## src/vecm_pkg.sv

```systemverilog
// Package with register map, field positions and reset values for the vector-change detector.
package vecm_pkg;
    // Register byte addresses on the sensor's serial register interface.
    localparam logic [7:0] ADDR_EVENT_SRC = 8'h5e;
    localparam logic [7:0] ADDR_CONFIG = 8'h69;
    localparam logic [7:0] ADDR_THS_MSB = 8'h6a;
    localparam logic [7:0] ADDR_THS_LSB = 8'h6b;
    localparam logic [7:0] ADDR_DBNC_CNT = 8'h6c;
    localparam logic [7:0] ADDR_INITX_MSB = 8'h6d;
    localparam logic [7:0] ADDR_INITX_LSB = 8'h6e;
    localparam logic [7:0] ADDR_INITY_MSB = 8'h6f;
    localparam logic [7:0] ADDR_INITY_LSB = 8'h70;
    localparam logic [7:0] ADDR_INITZ_MSB = 8'h71;
    localparam logic [7:0] ADDR_INITZ_LSB = 8'h72;
    // Field positions inside the configuration register.
    localparam int CFG_LATCH = 6;
    localparam int CFG_INIT_SEL = 5;
    localparam int CFG_REF_HOLD = 4;
    localparam int CFG_ENABLE = 3;
    localparam int CFG_WAKE = 2;
    localparam int CFG_IRQ_EN = 1;
    localparam int CFG_ROUTE = 0;
    // Debounce mode bit inside the threshold high byte.
    localparam int THS_DBNC_MODE = 7;
    // Flag position inside the event source register.
    localparam int SRC_FLAG = 1;
    // Reset value shared by every register of this block.
    localparam logic [7:0] REG_RESET = 8'h00;
    // Widths of the magnetic samples and the threshold.
    localparam int MAG_W = 16;
    localparam int THS_W = 15;
endpackage

```

## src/vecm_distance.sv

```systemverilog
// Squared-distance comparator between the current magnetic sample and the references.
`timescale 1ns/1ps
`default_nettype none
module vecm_distance
    import vecm_pkg::*;
#(
    parameter int W = MAG_W,
    parameter int TW = THS_W
) (
    // Current sample and references.
    input wire logic signed [W-1:0] cur_x_i,
    input wire logic signed [W-1:0] cur_y_i,
    input wire logic signed [W-1:0] cur_z_i,
    input wire logic signed [W-1:0] ref_x_i,
    input wire logic signed [W-1:0] ref_y_i,
    input wire logic signed [W-1:0] ref_z_i,
    // Threshold and result.
    input wire logic [TW-1:0] ths_i,
    output logic above_o
);
    // The comparison is done on squares so that no root is needed.
    // Elaboration refuses widths that the squaring below cannot serve.
    if (W < 2 || TW < 1 || TW > W) begin : g_width_check
        $error("vecm_distance: unsupported widths");
    end

    // Squares one signed axis difference, widened so nothing overflows.
    function automatic logic [2*W+1:0] sq_diff(input logic signed [W-1:0] a, input logic signed [W-1:0] b);
        logic signed [W:0] d;
        logic [W:0] m;
        // Both operands are sign-extended by one bit, so the difference cannot wrap.
        d = {a[W-1], a} - {b[W-1], b};
        m = d[W] ? (W+1)'(-d) : (W+1)'(d);
        sq_diff = (2*W+2)'(m) * (2*W+2)'(m);
    endfunction

    logic [2*W+3:0] dist_sq; // Sum of the three squared differences.
    logic [2*W+3:0] ths_sq; // Squared threshold.

    // Combine the three axes and compare strictly against the threshold.
    always_comb begin
        dist_sq = (2*W+4)'(sq_diff(cur_x_i, ref_x_i)) + (2*W+4)'(sq_diff(cur_y_i, ref_y_i))
                + (2*W+4)'(sq_diff(cur_z_i, ref_z_i));
        ths_sq = (2*W+4)'(ths_i) * (2*W+4)'(ths_i);
        above_o = dist_sq > ths_sq;
    end
endmodule
`default_nettype wire

```

## src/vecm_detect.sv

```systemverilog
// Magnetic vector-magnitude change detector with configuration, debounce, references and routing.
//
// Notes on behaviour
// - Latched flag holds until source register read.
// - Unlatched flag follows every evaluation.
// - Init select zero loads current sample.
// - Init select one loads preset registers.
// - Hold zero: event overwrites all references.
// - Hold one: event leaves references unchanged.
// - Both set and enabled: preset writes apply immediately.
// - Enable starts and refreshes; clear stops detection.
// - Wake enable adds flag to auto-sleep activity.
// - Interrupt enable gates the interrupt output.
// - Route zero selects line b, one line a.
// - Event when distance exceeds threshold past debounce.
// - Below threshold: decrement or clear by mode.
// - Debounce counts rate ticks, halved in hybrid.
// - Flag reads as bit one of source.
`timescale 1ns/1ps
`default_nettype none
module vecm_detect
    import vecm_pkg::*;
(
    // Clock and reset.
    input wire logic mclk_i,
    input wire logic srst_i,
    // Register access from the serial interface logic.
    input wire logic reg_wr_i,
    input wire logic reg_rd_i,
    input wire logic [7:0] reg_addr_i,
    input wire logic [7:0] reg_wdata_i,
    output logic [7:0] reg_rdata_o,
    // Magnetic samples at the output data rate.
    input wire logic sample_valid_i,
    input wire logic hybrid_i,
    input wire logic signed [MAG_W-1:0] mag_x_i,
    input wire logic signed [MAG_W-1:0] mag_y_i,
    input wire logic signed [MAG_W-1:0] mag_z_i,
    // Event outputs.
    output logic vecm_flag_o,
    output logic wake_activity_o,
    output logic irq_line_a_o,
    output logic irq_line_b_o
);
    // Whole block state in one record.
    typedef struct packed {
        logic [7:0] cfg; // Configuration register.
        logic dbnc_mode; // Debounce mode, clear when set.
        logic [THS_W-1:0] ths; // Magnitude threshold.
        logic [7:0] dbnc_cnt; // Programmed debounce count.
        logic [MAG_W-1:0] init_x; // Preset X reference.
        logic [MAG_W-1:0] init_y; // Preset Y reference.
        logic [MAG_W-1:0] init_z; // Preset Z reference.
        logic [MAG_W-1:0] ref_x; // Active X reference.
        logic [MAG_W-1:0] ref_y; // Active Y reference.
        logic [MAG_W-1:0] ref_z; // Active Z reference.
        logic [7:0] dcnt; // Running debounce counter.
        logic flag; // Vector-change flag.
        logic half; // Hybrid-mode tick divider.
        logic [7:0] rdata; // Read data holding register.
    } state_t;

    state_t st_reg; // Registered state.
    state_t st_next; // Next state.
    logic above; // Distance is over the threshold.
    logic tick; // One evaluation of the detector.
    logic evt; // Event fires this cycle.
    logic en_rise; // Configuration write that turns the function on.
    logic src_rd; // Host reads the source register.
    logic manual; // Preset writes go straight to the references.

    // Distance comparator against the active references.
    vecm_distance #(.W(MAG_W), .TW(THS_W)) u_dist (
        .cur_x_i(mag_x_i),
        .cur_y_i(mag_y_i),
        .cur_z_i(mag_z_i),
        .ref_x_i(st_reg.ref_x),
        .ref_y_i(st_reg.ref_y),
        .ref_z_i(st_reg.ref_z),
        .ths_i(st_reg.ths),
        .above_o(above)
    );

    // Read decode for the visible registers; unmapped addresses read zero.
    function automatic logic [7:0] read_mux(input state_t s, input logic [7:0] a);
        unique case (a)
            ADDR_EVENT_SRC: read_mux = 8'(s.flag) << SRC_FLAG;
            ADDR_CONFIG: read_mux = s.cfg;
            ADDR_THS_MSB: read_mux = {s.dbnc_mode, s.ths[14:8]};
            ADDR_THS_LSB: read_mux = s.ths[7:0];
            ADDR_DBNC_CNT: read_mux = s.dbnc_cnt;
            ADDR_INITX_MSB: read_mux = s.init_x[15:8];
            ADDR_INITX_LSB: read_mux = s.init_x[7:0];
            ADDR_INITY_MSB: read_mux = s.init_y[15:8];
            ADDR_INITY_LSB: read_mux = s.init_y[7:0];
            ADDR_INITZ_MSB: read_mux = s.init_z[15:8];
            ADDR_INITZ_LSB: read_mux = s.init_z[7:0];
            default: read_mux = 8'h00;
        endcase
    endfunction

    // Event qualifiers shared by the state update and the checks.
    always_comb begin
        // In hybrid mode only every second sample is evaluated.
        tick = sample_valid_i && (!hybrid_i || st_reg.half);
        evt = st_reg.cfg[CFG_ENABLE] && tick && above && (st_reg.dcnt >= st_reg.dbnc_cnt);
        en_rise = reg_wr_i && reg_addr_i == ADDR_CONFIG && reg_wdata_i[CFG_ENABLE] && !st_reg.cfg[CFG_ENABLE];
        src_rd = reg_rd_i && reg_addr_i == ADDR_EVENT_SRC;
        manual = st_reg.cfg[CFG_INIT_SEL] && st_reg.cfg[CFG_REF_HOLD] && st_reg.cfg[CFG_ENABLE];
    end

    // Next-state logic: registers, debounce, references and flag.
    always_comb begin
        st_next = st_reg;
        if (sample_valid_i) begin
            st_next.half = !st_reg.half;
        end
        // Register writes.
        if (reg_wr_i) begin
            unique case (reg_addr_i)
                ADDR_CONFIG: st_next.cfg = reg_wdata_i;
                ADDR_THS_MSB: st_next.dbnc_mode = reg_wdata_i[THS_DBNC_MODE];
                ADDR_THS_LSB: st_next.ths[7:0] = reg_wdata_i;
                ADDR_DBNC_CNT: st_next.dbnc_cnt = reg_wdata_i;
                ADDR_INITX_MSB: st_next.init_x[15:8] = reg_wdata_i;
                ADDR_INITX_LSB: st_next.init_x[7:0] = reg_wdata_i;
                ADDR_INITY_MSB: st_next.init_y[15:8] = reg_wdata_i;
                ADDR_INITY_LSB: st_next.init_y[7:0] = reg_wdata_i;
                ADDR_INITZ_MSB: st_next.init_z[15:8] = reg_wdata_i;
                ADDR_INITZ_LSB: st_next.init_z[7:0] = reg_wdata_i;
                default: st_next.cfg = st_reg.cfg;
            endcase
            if (reg_addr_i == ADDR_THS_MSB) begin
                st_next.ths[14:8] = reg_wdata_i[6:0];
            end
        end
        // Debounce evaluation while enabled.
        if (!st_reg.cfg[CFG_ENABLE]) begin
            st_next.dcnt = 8'h00;
        end else if (tick) begin
            if (evt) begin
                st_next.dcnt = 8'h00;
                if (!st_reg.cfg[CFG_REF_HOLD]) begin
                    st_next.ref_x = mag_x_i;
                    st_next.ref_y = mag_y_i;
                    st_next.ref_z = mag_z_i;
                end
            end else if (above) begin
                st_next.dcnt = st_reg.dcnt + 8'h01;
            end else if (st_reg.dbnc_mode) begin
                st_next.dcnt = 8'h00;
            end else if (st_reg.dcnt != 8'h00) begin
                st_next.dcnt = st_reg.dcnt - 8'h01;
            end
        end
        // Turning the function on reloads the references from the chosen source.
        if (en_rise) begin
            st_next.dcnt = 8'h00;
            if (reg_wdata_i[CFG_INIT_SEL]) begin
                st_next.ref_x = st_reg.init_x;
                st_next.ref_y = st_reg.init_y;
                st_next.ref_z = st_reg.init_z;
            end else begin
                st_next.ref_x = mag_x_i;
                st_next.ref_y = mag_y_i;
                st_next.ref_z = mag_z_i;
            end
        end
        // Manual mode mirrors preset writes into the references.
        if (manual && !en_rise) begin
            st_next.ref_x = st_next.init_x;
            st_next.ref_y = st_next.init_y;
            st_next.ref_z = st_next.init_z;
        end
        // Flag: latched holds until a source read, set beating clear.
        if (st_reg.cfg[CFG_LATCH]) begin
            if (evt) begin
                st_next.flag = 1'b1;
            end else if (src_rd) begin
                st_next.flag = 1'b0;
            end
        end else if (!st_reg.cfg[CFG_ENABLE]) begin
            st_next.flag = 1'b0;
        end else if (tick) begin
            st_next.flag = evt;
        end
        // Read data is captured on the read strobe.
        if (reg_rd_i) begin
            st_next.rdata = read_mux(st_reg, reg_addr_i);
        end
    end

    // State register with synchronous reset.
    always_ff @(posedge mclk_i) begin
        if (srst_i) begin
            st_reg <= '0;
            st_reg.cfg <= REG_RESET;
        end else begin
            st_reg <= st_next;
        end
    end

    // Outputs. The pins follow the flag, gated and routed by the configuration.
    assign reg_rdata_o = st_reg.rdata;
    assign vecm_flag_o = st_reg.flag;
    assign wake_activity_o = st_reg.cfg[CFG_WAKE] && st_reg.flag;
    assign irq_line_a_o = st_reg.cfg[CFG_IRQ_EN] && st_reg.cfg[CFG_ROUTE] && st_reg.flag;
    assign irq_line_b_o = st_reg.cfg[CFG_IRQ_EN] && !st_reg.cfg[CFG_ROUTE] && st_reg.flag;
endmodule
`default_nettype wire

```

## config.mk

```make
export PLATFORM = sky130hd
export DESIGN_NAME = vecm_detect
export DESIGN_NICKNAME = d
export VERILOG_FILES = /design/src/vecm_pkg.sv /design/src/vecm_distance.sv /design/src/vecm_detect.sv
export SDC_FILE = /design/constraint.sdc
export NUM_CORES = 2
export LEC_CHECK = 0
export CORE_ASPECT_RATIO = 0.5
export CORE_MARGIN = 2
export CORE_UTILIZATION = 50
export DETAILED_ROUTE_END_ITERATION = 8
export DONT_BUFFER_PORTS = 1
export RECOVER_POWER = 100
export SLEW_MARGIN = 10
export SYNTH_ARGS = -nofsm -noshare
export SYNTH_HDL_FRONTEND = slang
export SYNTH_SLANG_ARGS = --single-unit
```

## constraint.sdc

```tcl
create_clock -name mclk_i -period 25.5 [get_ports mclk_i]
set_input_delay 5.1 -clock mclk_i [delete_from_list [all_inputs] [get_ports mclk_i]]
set_output_delay 5.1 -clock mclk_i [all_outputs]
set_load 0.03 [all_outputs]
```

# ---- Word-level counts from Yosys, hierarchy flattened
# Cells that the tools add are included.
dict set report classes {
  eq_ne 14
  reduce_logical 35
  n_bitwise 1
  magnitude_cmp 2
  multipliers 4
  muxes 28
  addsub 10
}
# cell count
set op_table {}
lappend op_table {{$mux 48} 6}
lappend op_table {{$mux 56} 2}
lappend op_table {{$mul 17x17->34} 3}
lappend op_table {{$eq 8x7->1 const B} 11}
lappend op_table {{$mux 8} 11}
lappend op_table {{$pmux 8 s11} 1}
lappend op_table {{$mux 17} 3}
lappend op_table {{$neg 17->17} 3}
lappend op_table {{$sub 16x16->17} 3}
lappend op_table {{$add 36x34->36} 1}
lappend op_table {{$gt 36x30->1} 1}
lappend op_table {{$add 34x34->35} 1}
lappend op_table {{$mul 15x15->30} 1}
lappend op_table {{$logic_and 1x1->1} 16}
lappend op_table {{$reduce_and 2->1} 6}
lappend op_table {{$ne 3x1->1 const B} 3}
lappend op_table {{$reduce_bool 3->1} 3}
lappend op_table {{$add 8x1->8 const B} 1}
lappend op_table {{$ge 8x8->1} 1}
lappend op_table {{$reduce_bool 8->1} 1}
lappend op_table {{$sub 8x1->8 const B} 1}
lappend op_table {{$logic_not 1->1} 5}
lappend op_table {{$mux 1} 5}
lappend op_table {{$reduce_and 4->1} 1}
lappend op_table {{other kinds (4)} 4}
dict set report totals {
  register_bits 146
  input_bits 70
  output_inout_bits 12
  wordCells 109
}

# ---- Longest topological paths before layout
dict set report depth {
  word_depth 14
  ltp_mapped 71
  depth_no_buf 68
}

# ---- Modules after synthesis
# Synthesis repeated with hierarchy kept, for this count alone.
dict set report unflattened {
  cells_unflattened 4936
  area_unflattened_um2 43331.6
}
# mod area_per_inst_um2 seq_area_each_um2 n_inst cells_each
set by_module_without_submodules {}
lappend by_module_without_submodules {vecm_distance 35642.9 0.0 1 4033}
lappend by_module_without_submodules {vecm_detect 7688.6 2922.8 1 903}

# ---- Least setup slack after synthesis
# No wires, ideal clock.
dict set report synth_timing {
  kind {in2reg}
  from {input mag_x_i[0]}
  to {register st_reg[48] (netlist name)}
  arrival_ns 19.780
  path_stages 64
  setup_ns 0.086
  required_ns 25.414
  setup_slack_ns 5.635
  path_buffers 3
  cell_sequence {inv_1 -> ha_1 -> inv_1 -> fa_1 -> a21oi_1 -> o211ai_1 -> a211o_1 -> a311o_1 -> a31oi_1 -> a41oi_2 -> or2_1 -> xnor2_1 -> clkbuf_1 -> nand2_1 -> fa_1 -> fa_1 -> fa_1 -> inv_1 -> [... 28 more ...] -> a21o_1 -> a221o_1 -> a21o_1 -> a21oi_1 -> xnor2_1 -> ha_1 -> a211oi_1 -> o21bai_1 -> a31oi_1 -> o31ai_1 -> a21o_1 -> o32ai_1 -> o2111a_1 -> a211oi_2 -> or2_1 -> buf_6 -> buf_4 -> a211oi_1}
}
dict set report synth_between {
  elab_chain_cells 11
}
# element line_no
set synth_lines {}
lappend synth_lines {{start, declared} vecm_detect.sv:36} ;# input wire logic signed [MAG_W-1:0] mag_x_i,
lappend synth_lines {{$sub 16x16->17 *} vecm_distance.sv:32} ;# d = {a[W-1], a} - {b[W-1], b};
lappend synth_lines {{$neg 17->17} vecm_distance.sv:33} ;# m = d[W] ? (W+1)'(-d) : (W+1)'(d);
lappend synth_lines {{$mux 17 *} vecm_distance.sv:33}
lappend synth_lines {{$mul 17x17->34 *} vecm_distance.sv:34} ;# sq_diff = (2*W+2)'(m) * (2*W+2)'(m);
lappend synth_lines {{$add 34x34->35 *} vecm_distance.sv:42} ;# dist_sq = (2*W+4)'(sq_diff(cur_x_i, ref_x_i)) + (2*W+4)'(sq_diff(cur_y_i, ref_y_i))
lappend synth_lines {{$add 36x34->36 *} vecm_distance.sv:43} ;# + (2*W+4)'(sq_diff(cur_z_i, ref_z_i));
lappend synth_lines {{$gt 36x30->1 *} vecm_distance.sv:45} ;# above_o = dist_sq > ths_sq;
lappend synth_lines {{$logic_and 1x1->1 * (2 in series)} vecm_detect.sv:106} ;# evt = st_reg.cfg[CFG_ENABLE] && tick && above && (st_reg.dcnt >= st_reg.dbnc_cnt);
lappend synth_lines {{$reduce_bool 3->1 (no line) *} -}
lappend synth_lines {{$reduce_and 4->1 (no line) *} -}
lappend synth_lines {{end signal, assigned} vecm_detect.sv:199} ;# st_reg <= st_next;
lappend synth_lines {{end, declared} vecm_detect.sv:63} ;# state_t st_reg;
# Every way passes the cells marked *; elsewhere a longest branch is shown, timed or not.
# A chain may end at the register's enable or synchronous reset.

# ---- Worst setup path after layout
dict set report layout_timing {
  from {input mag_x_i[0]}
  to {register st_reg[39] (netlist name)}
}
# The elaborated chain is that of the path after synthesis.

==> flow_summary.json <==
{
  "seq_area_frac_synth_pct": 6.806,
  "status": "completed",
  "dpl.cell_count": 6015,
  "period_minus_slack_ns": 22.38,
  "yosysUniqueCellTypes": 92,
  "cts_root_buffer": "clkbuf_16",
  "grt_max_degree": 140,
  "stdcell_count": 6050,
  "drc": 0,
  "ys_ff_latch": 146,
  "gp_congestion": 0.9523,
  "ant_nets": 0,
  "crit_type": "in -> reg",
  "synth_top_area_share_pct": 37.80,
  "routed_wl_um": 120500,
  "fmax_ghz": 0.04469,
  "grt_usage_pct": 28.28,
  "hpwl_um": 102200,
  "cp_slowest_cell": "a41oi_1",
  "chipWidth_um": 418.5,
  "place_ws_ns": 3.565,
  "start_kind": "primary input",
  "clk_latency_ns": 0.43,
  "num_io_pins": 82,
  "drive_above_1_share_pct": 3.427,
  "timing.final.max_slew_violations": 0,
  "fin_crit_sh_pct": 87.75,
  "slew_headroom_pct": 11.08,
  "fin_ws_ns": 3.124,
  "synth_area_um2": 42950,
  "cp_max_fo": 48,
  "nets": 6290,
  "synthFlopType": "dfxtp_1",
  "num_rows": 75,
  "syn_avg_cell_area_um2": 8.669,
  "ctsHoldBuffers": 0,
  "first_iter_violations": 2922,
  "timing.rr.start": "st_reg[50]",
  "r2r_cells": 64,
  "cp-end-kind": "flip-flop",
  "synthArstFlopShare_pct": 0,
  "post-cts-setup-buffer-count": 0,
  "cpMostUsedCell": "fa_1",
  "routedWlPerCell_um": 19.92,
  "yosys.area.top_type": "fa_1",
  "critPathLaunch": "mag_x_i[0]",
  "r2r_slack_ns": 7.51,
  "start_util_pct": 50.85,
  "cts_buffers": 17,
  "fp.dieH_um": 211.2,
  "vias": 33770,
  "antenna_found_initial": 5,
  "yosys-top-cells-area": "fa_1, ha_1, inv_1",
  "worstPathRequired_ns": 25.84,
  "worst_pin_slew_ns": 1.317,
  "via_per_inst": 5.582,
  "cts.clk_slew.worst_paths_ns": 0.06,
  "grt_setup_unrepaired": "false",
  "synth-warning-count": 0,
  "grt_pass1_wl_um": 193900,
  "core_um2": 84460,
  "design_area_um2": 44910,
  "cts_resized": 0,
  "synth_cells": 4954,
  "clockBufferDepth": 2,
  "area_delta_synth_final_pct": 4.562,
  "maxCapViolCount": 0,
  "die_area_um2": 88400,
  "synth_common_cells": "inv_1, fa_1, ha_1, nand2_1, nor2_1",
  "grt-ovfl-total": 0,
  "htreeDepth": 4,
  "setup_viol": 0,
  "arrival_ns": 22.71,
  "critPathMaxStageDelay_ns": 1.07,
  "finalClockSkew_ns": 0.008671,
  "dr.pass1.iters": 9,
  "timing.final.hold_violations": 0,
  "crit_path_end": "st_reg[39]",
  "synthMostInstantiatedCell": "inv_1",
  "dpl-instance-area_um2": 44350,
  "synth_edf_count": 0,
  "min_path_type": "reg -> reg",
  "r2r_end": "st_reg[39]",
  "setup_tns_ns": 0,
  "cts_tree": "done",
  "largest_register_ffs": 137,
  "grt_pass1_vias": 34830,
  "cts.sinks": 146,
  "portBuffers": 0
}
-- critical path: cells and delay by family --
family                     cells  cell delay (ns)
adders and majority gates     18             7.49
buffers and inverters         15             2.16
and+or+nand+nor                3             0.71
xor gates and xnor gates       3             0.61
AOI/OAI and AO/OA             26             6.55
-- per-stage QoR --
stage,hold slack [ns],utilization (%)
3_3_place_gp,0.4370,52.52
6_report,0.4536,53.17
5_1_grt,0.4800,53.17
4_1_cts,0.4516,53.21
2_1_floorplan,0.4360,-
3_5_place_dp,0.4429,52.52
-- per-layer routing --
layer / up-vias / wire length [µm] / GRT usage [%]
met5: - / 0 / 0
met4: 0 / 2237 / 5.166
met3: 122 / 11290 / 5.801
met2: 1264 / 53110 / 44.42
met1: 16900 / 53880 / 40.78
li1: 15490 / - / -
-- how the worst min path moves through the flow --
stage                     slack (ns)  cells after the start   startpoint     endpoint
final                           0.45                      2  st_reg[134]  st_reg[134]
after global routing            0.48                      2  st_reg[134]  st_reg[134]
after CTS                       0.45                      2  st_reg[134]  st_reg[134]
after detailed placement        0.44                      2  st_reg[134]  st_reg[134]
after global placement          0.44                      2  st_reg[134]  st_reg[134]
after floorplan                 0.44                      2  st_reg[145]  st_reg[145]
-- cells in the final DEF (no fill, tap or decap), types with 65 or more instances in the layout --
cell type,instances
nand2_1,418
o21ai_0,65
xor2_1,77
a21o_1,69
a21oi_1,213
buf_4,69
nand3_1,78
nor2_1,364
dfxtp_1,146
fa_1,811
ha_1,491
nor3_1,88
and2_1,84
xnor2_1,100
inv_1,1172
a211oi_1,73
-- final cells by class --
type / instances / area (µm²)
multi-input combinational: 3480 / 34960
sequential: 146 / 2923
inverter: 1200 / 4504
fill: 8050 / 39550
tap: 1116 / 1396
clock inverter: 14 / 157.7
clock buffer: 18 / 429.2
timing repair buffer: 73 / 533.0
antenna: 3 / 7.507
-- logic make-up (layout without fill, tap and decap cells) --
group,Yosys count,count (layout),synth area share [%]
buffers and inverters,1361,1305,12.11
multiplexers,26,26,0.6497
AND/OR/NAND/NOR,1224,1224,13.00
flip-flops,146,146,6.806
AO/OA/AOI/OAI,704,704,11.30
other,2,38,0.01749
XOR/XNOR,189,189,4.012
adder cells (fa/ha/maj),1302,1302,52.11
Power is left out: the tool's default activity adds up to more than one toggle a clock period on the data nets, which glitch-free logic cannot reach.
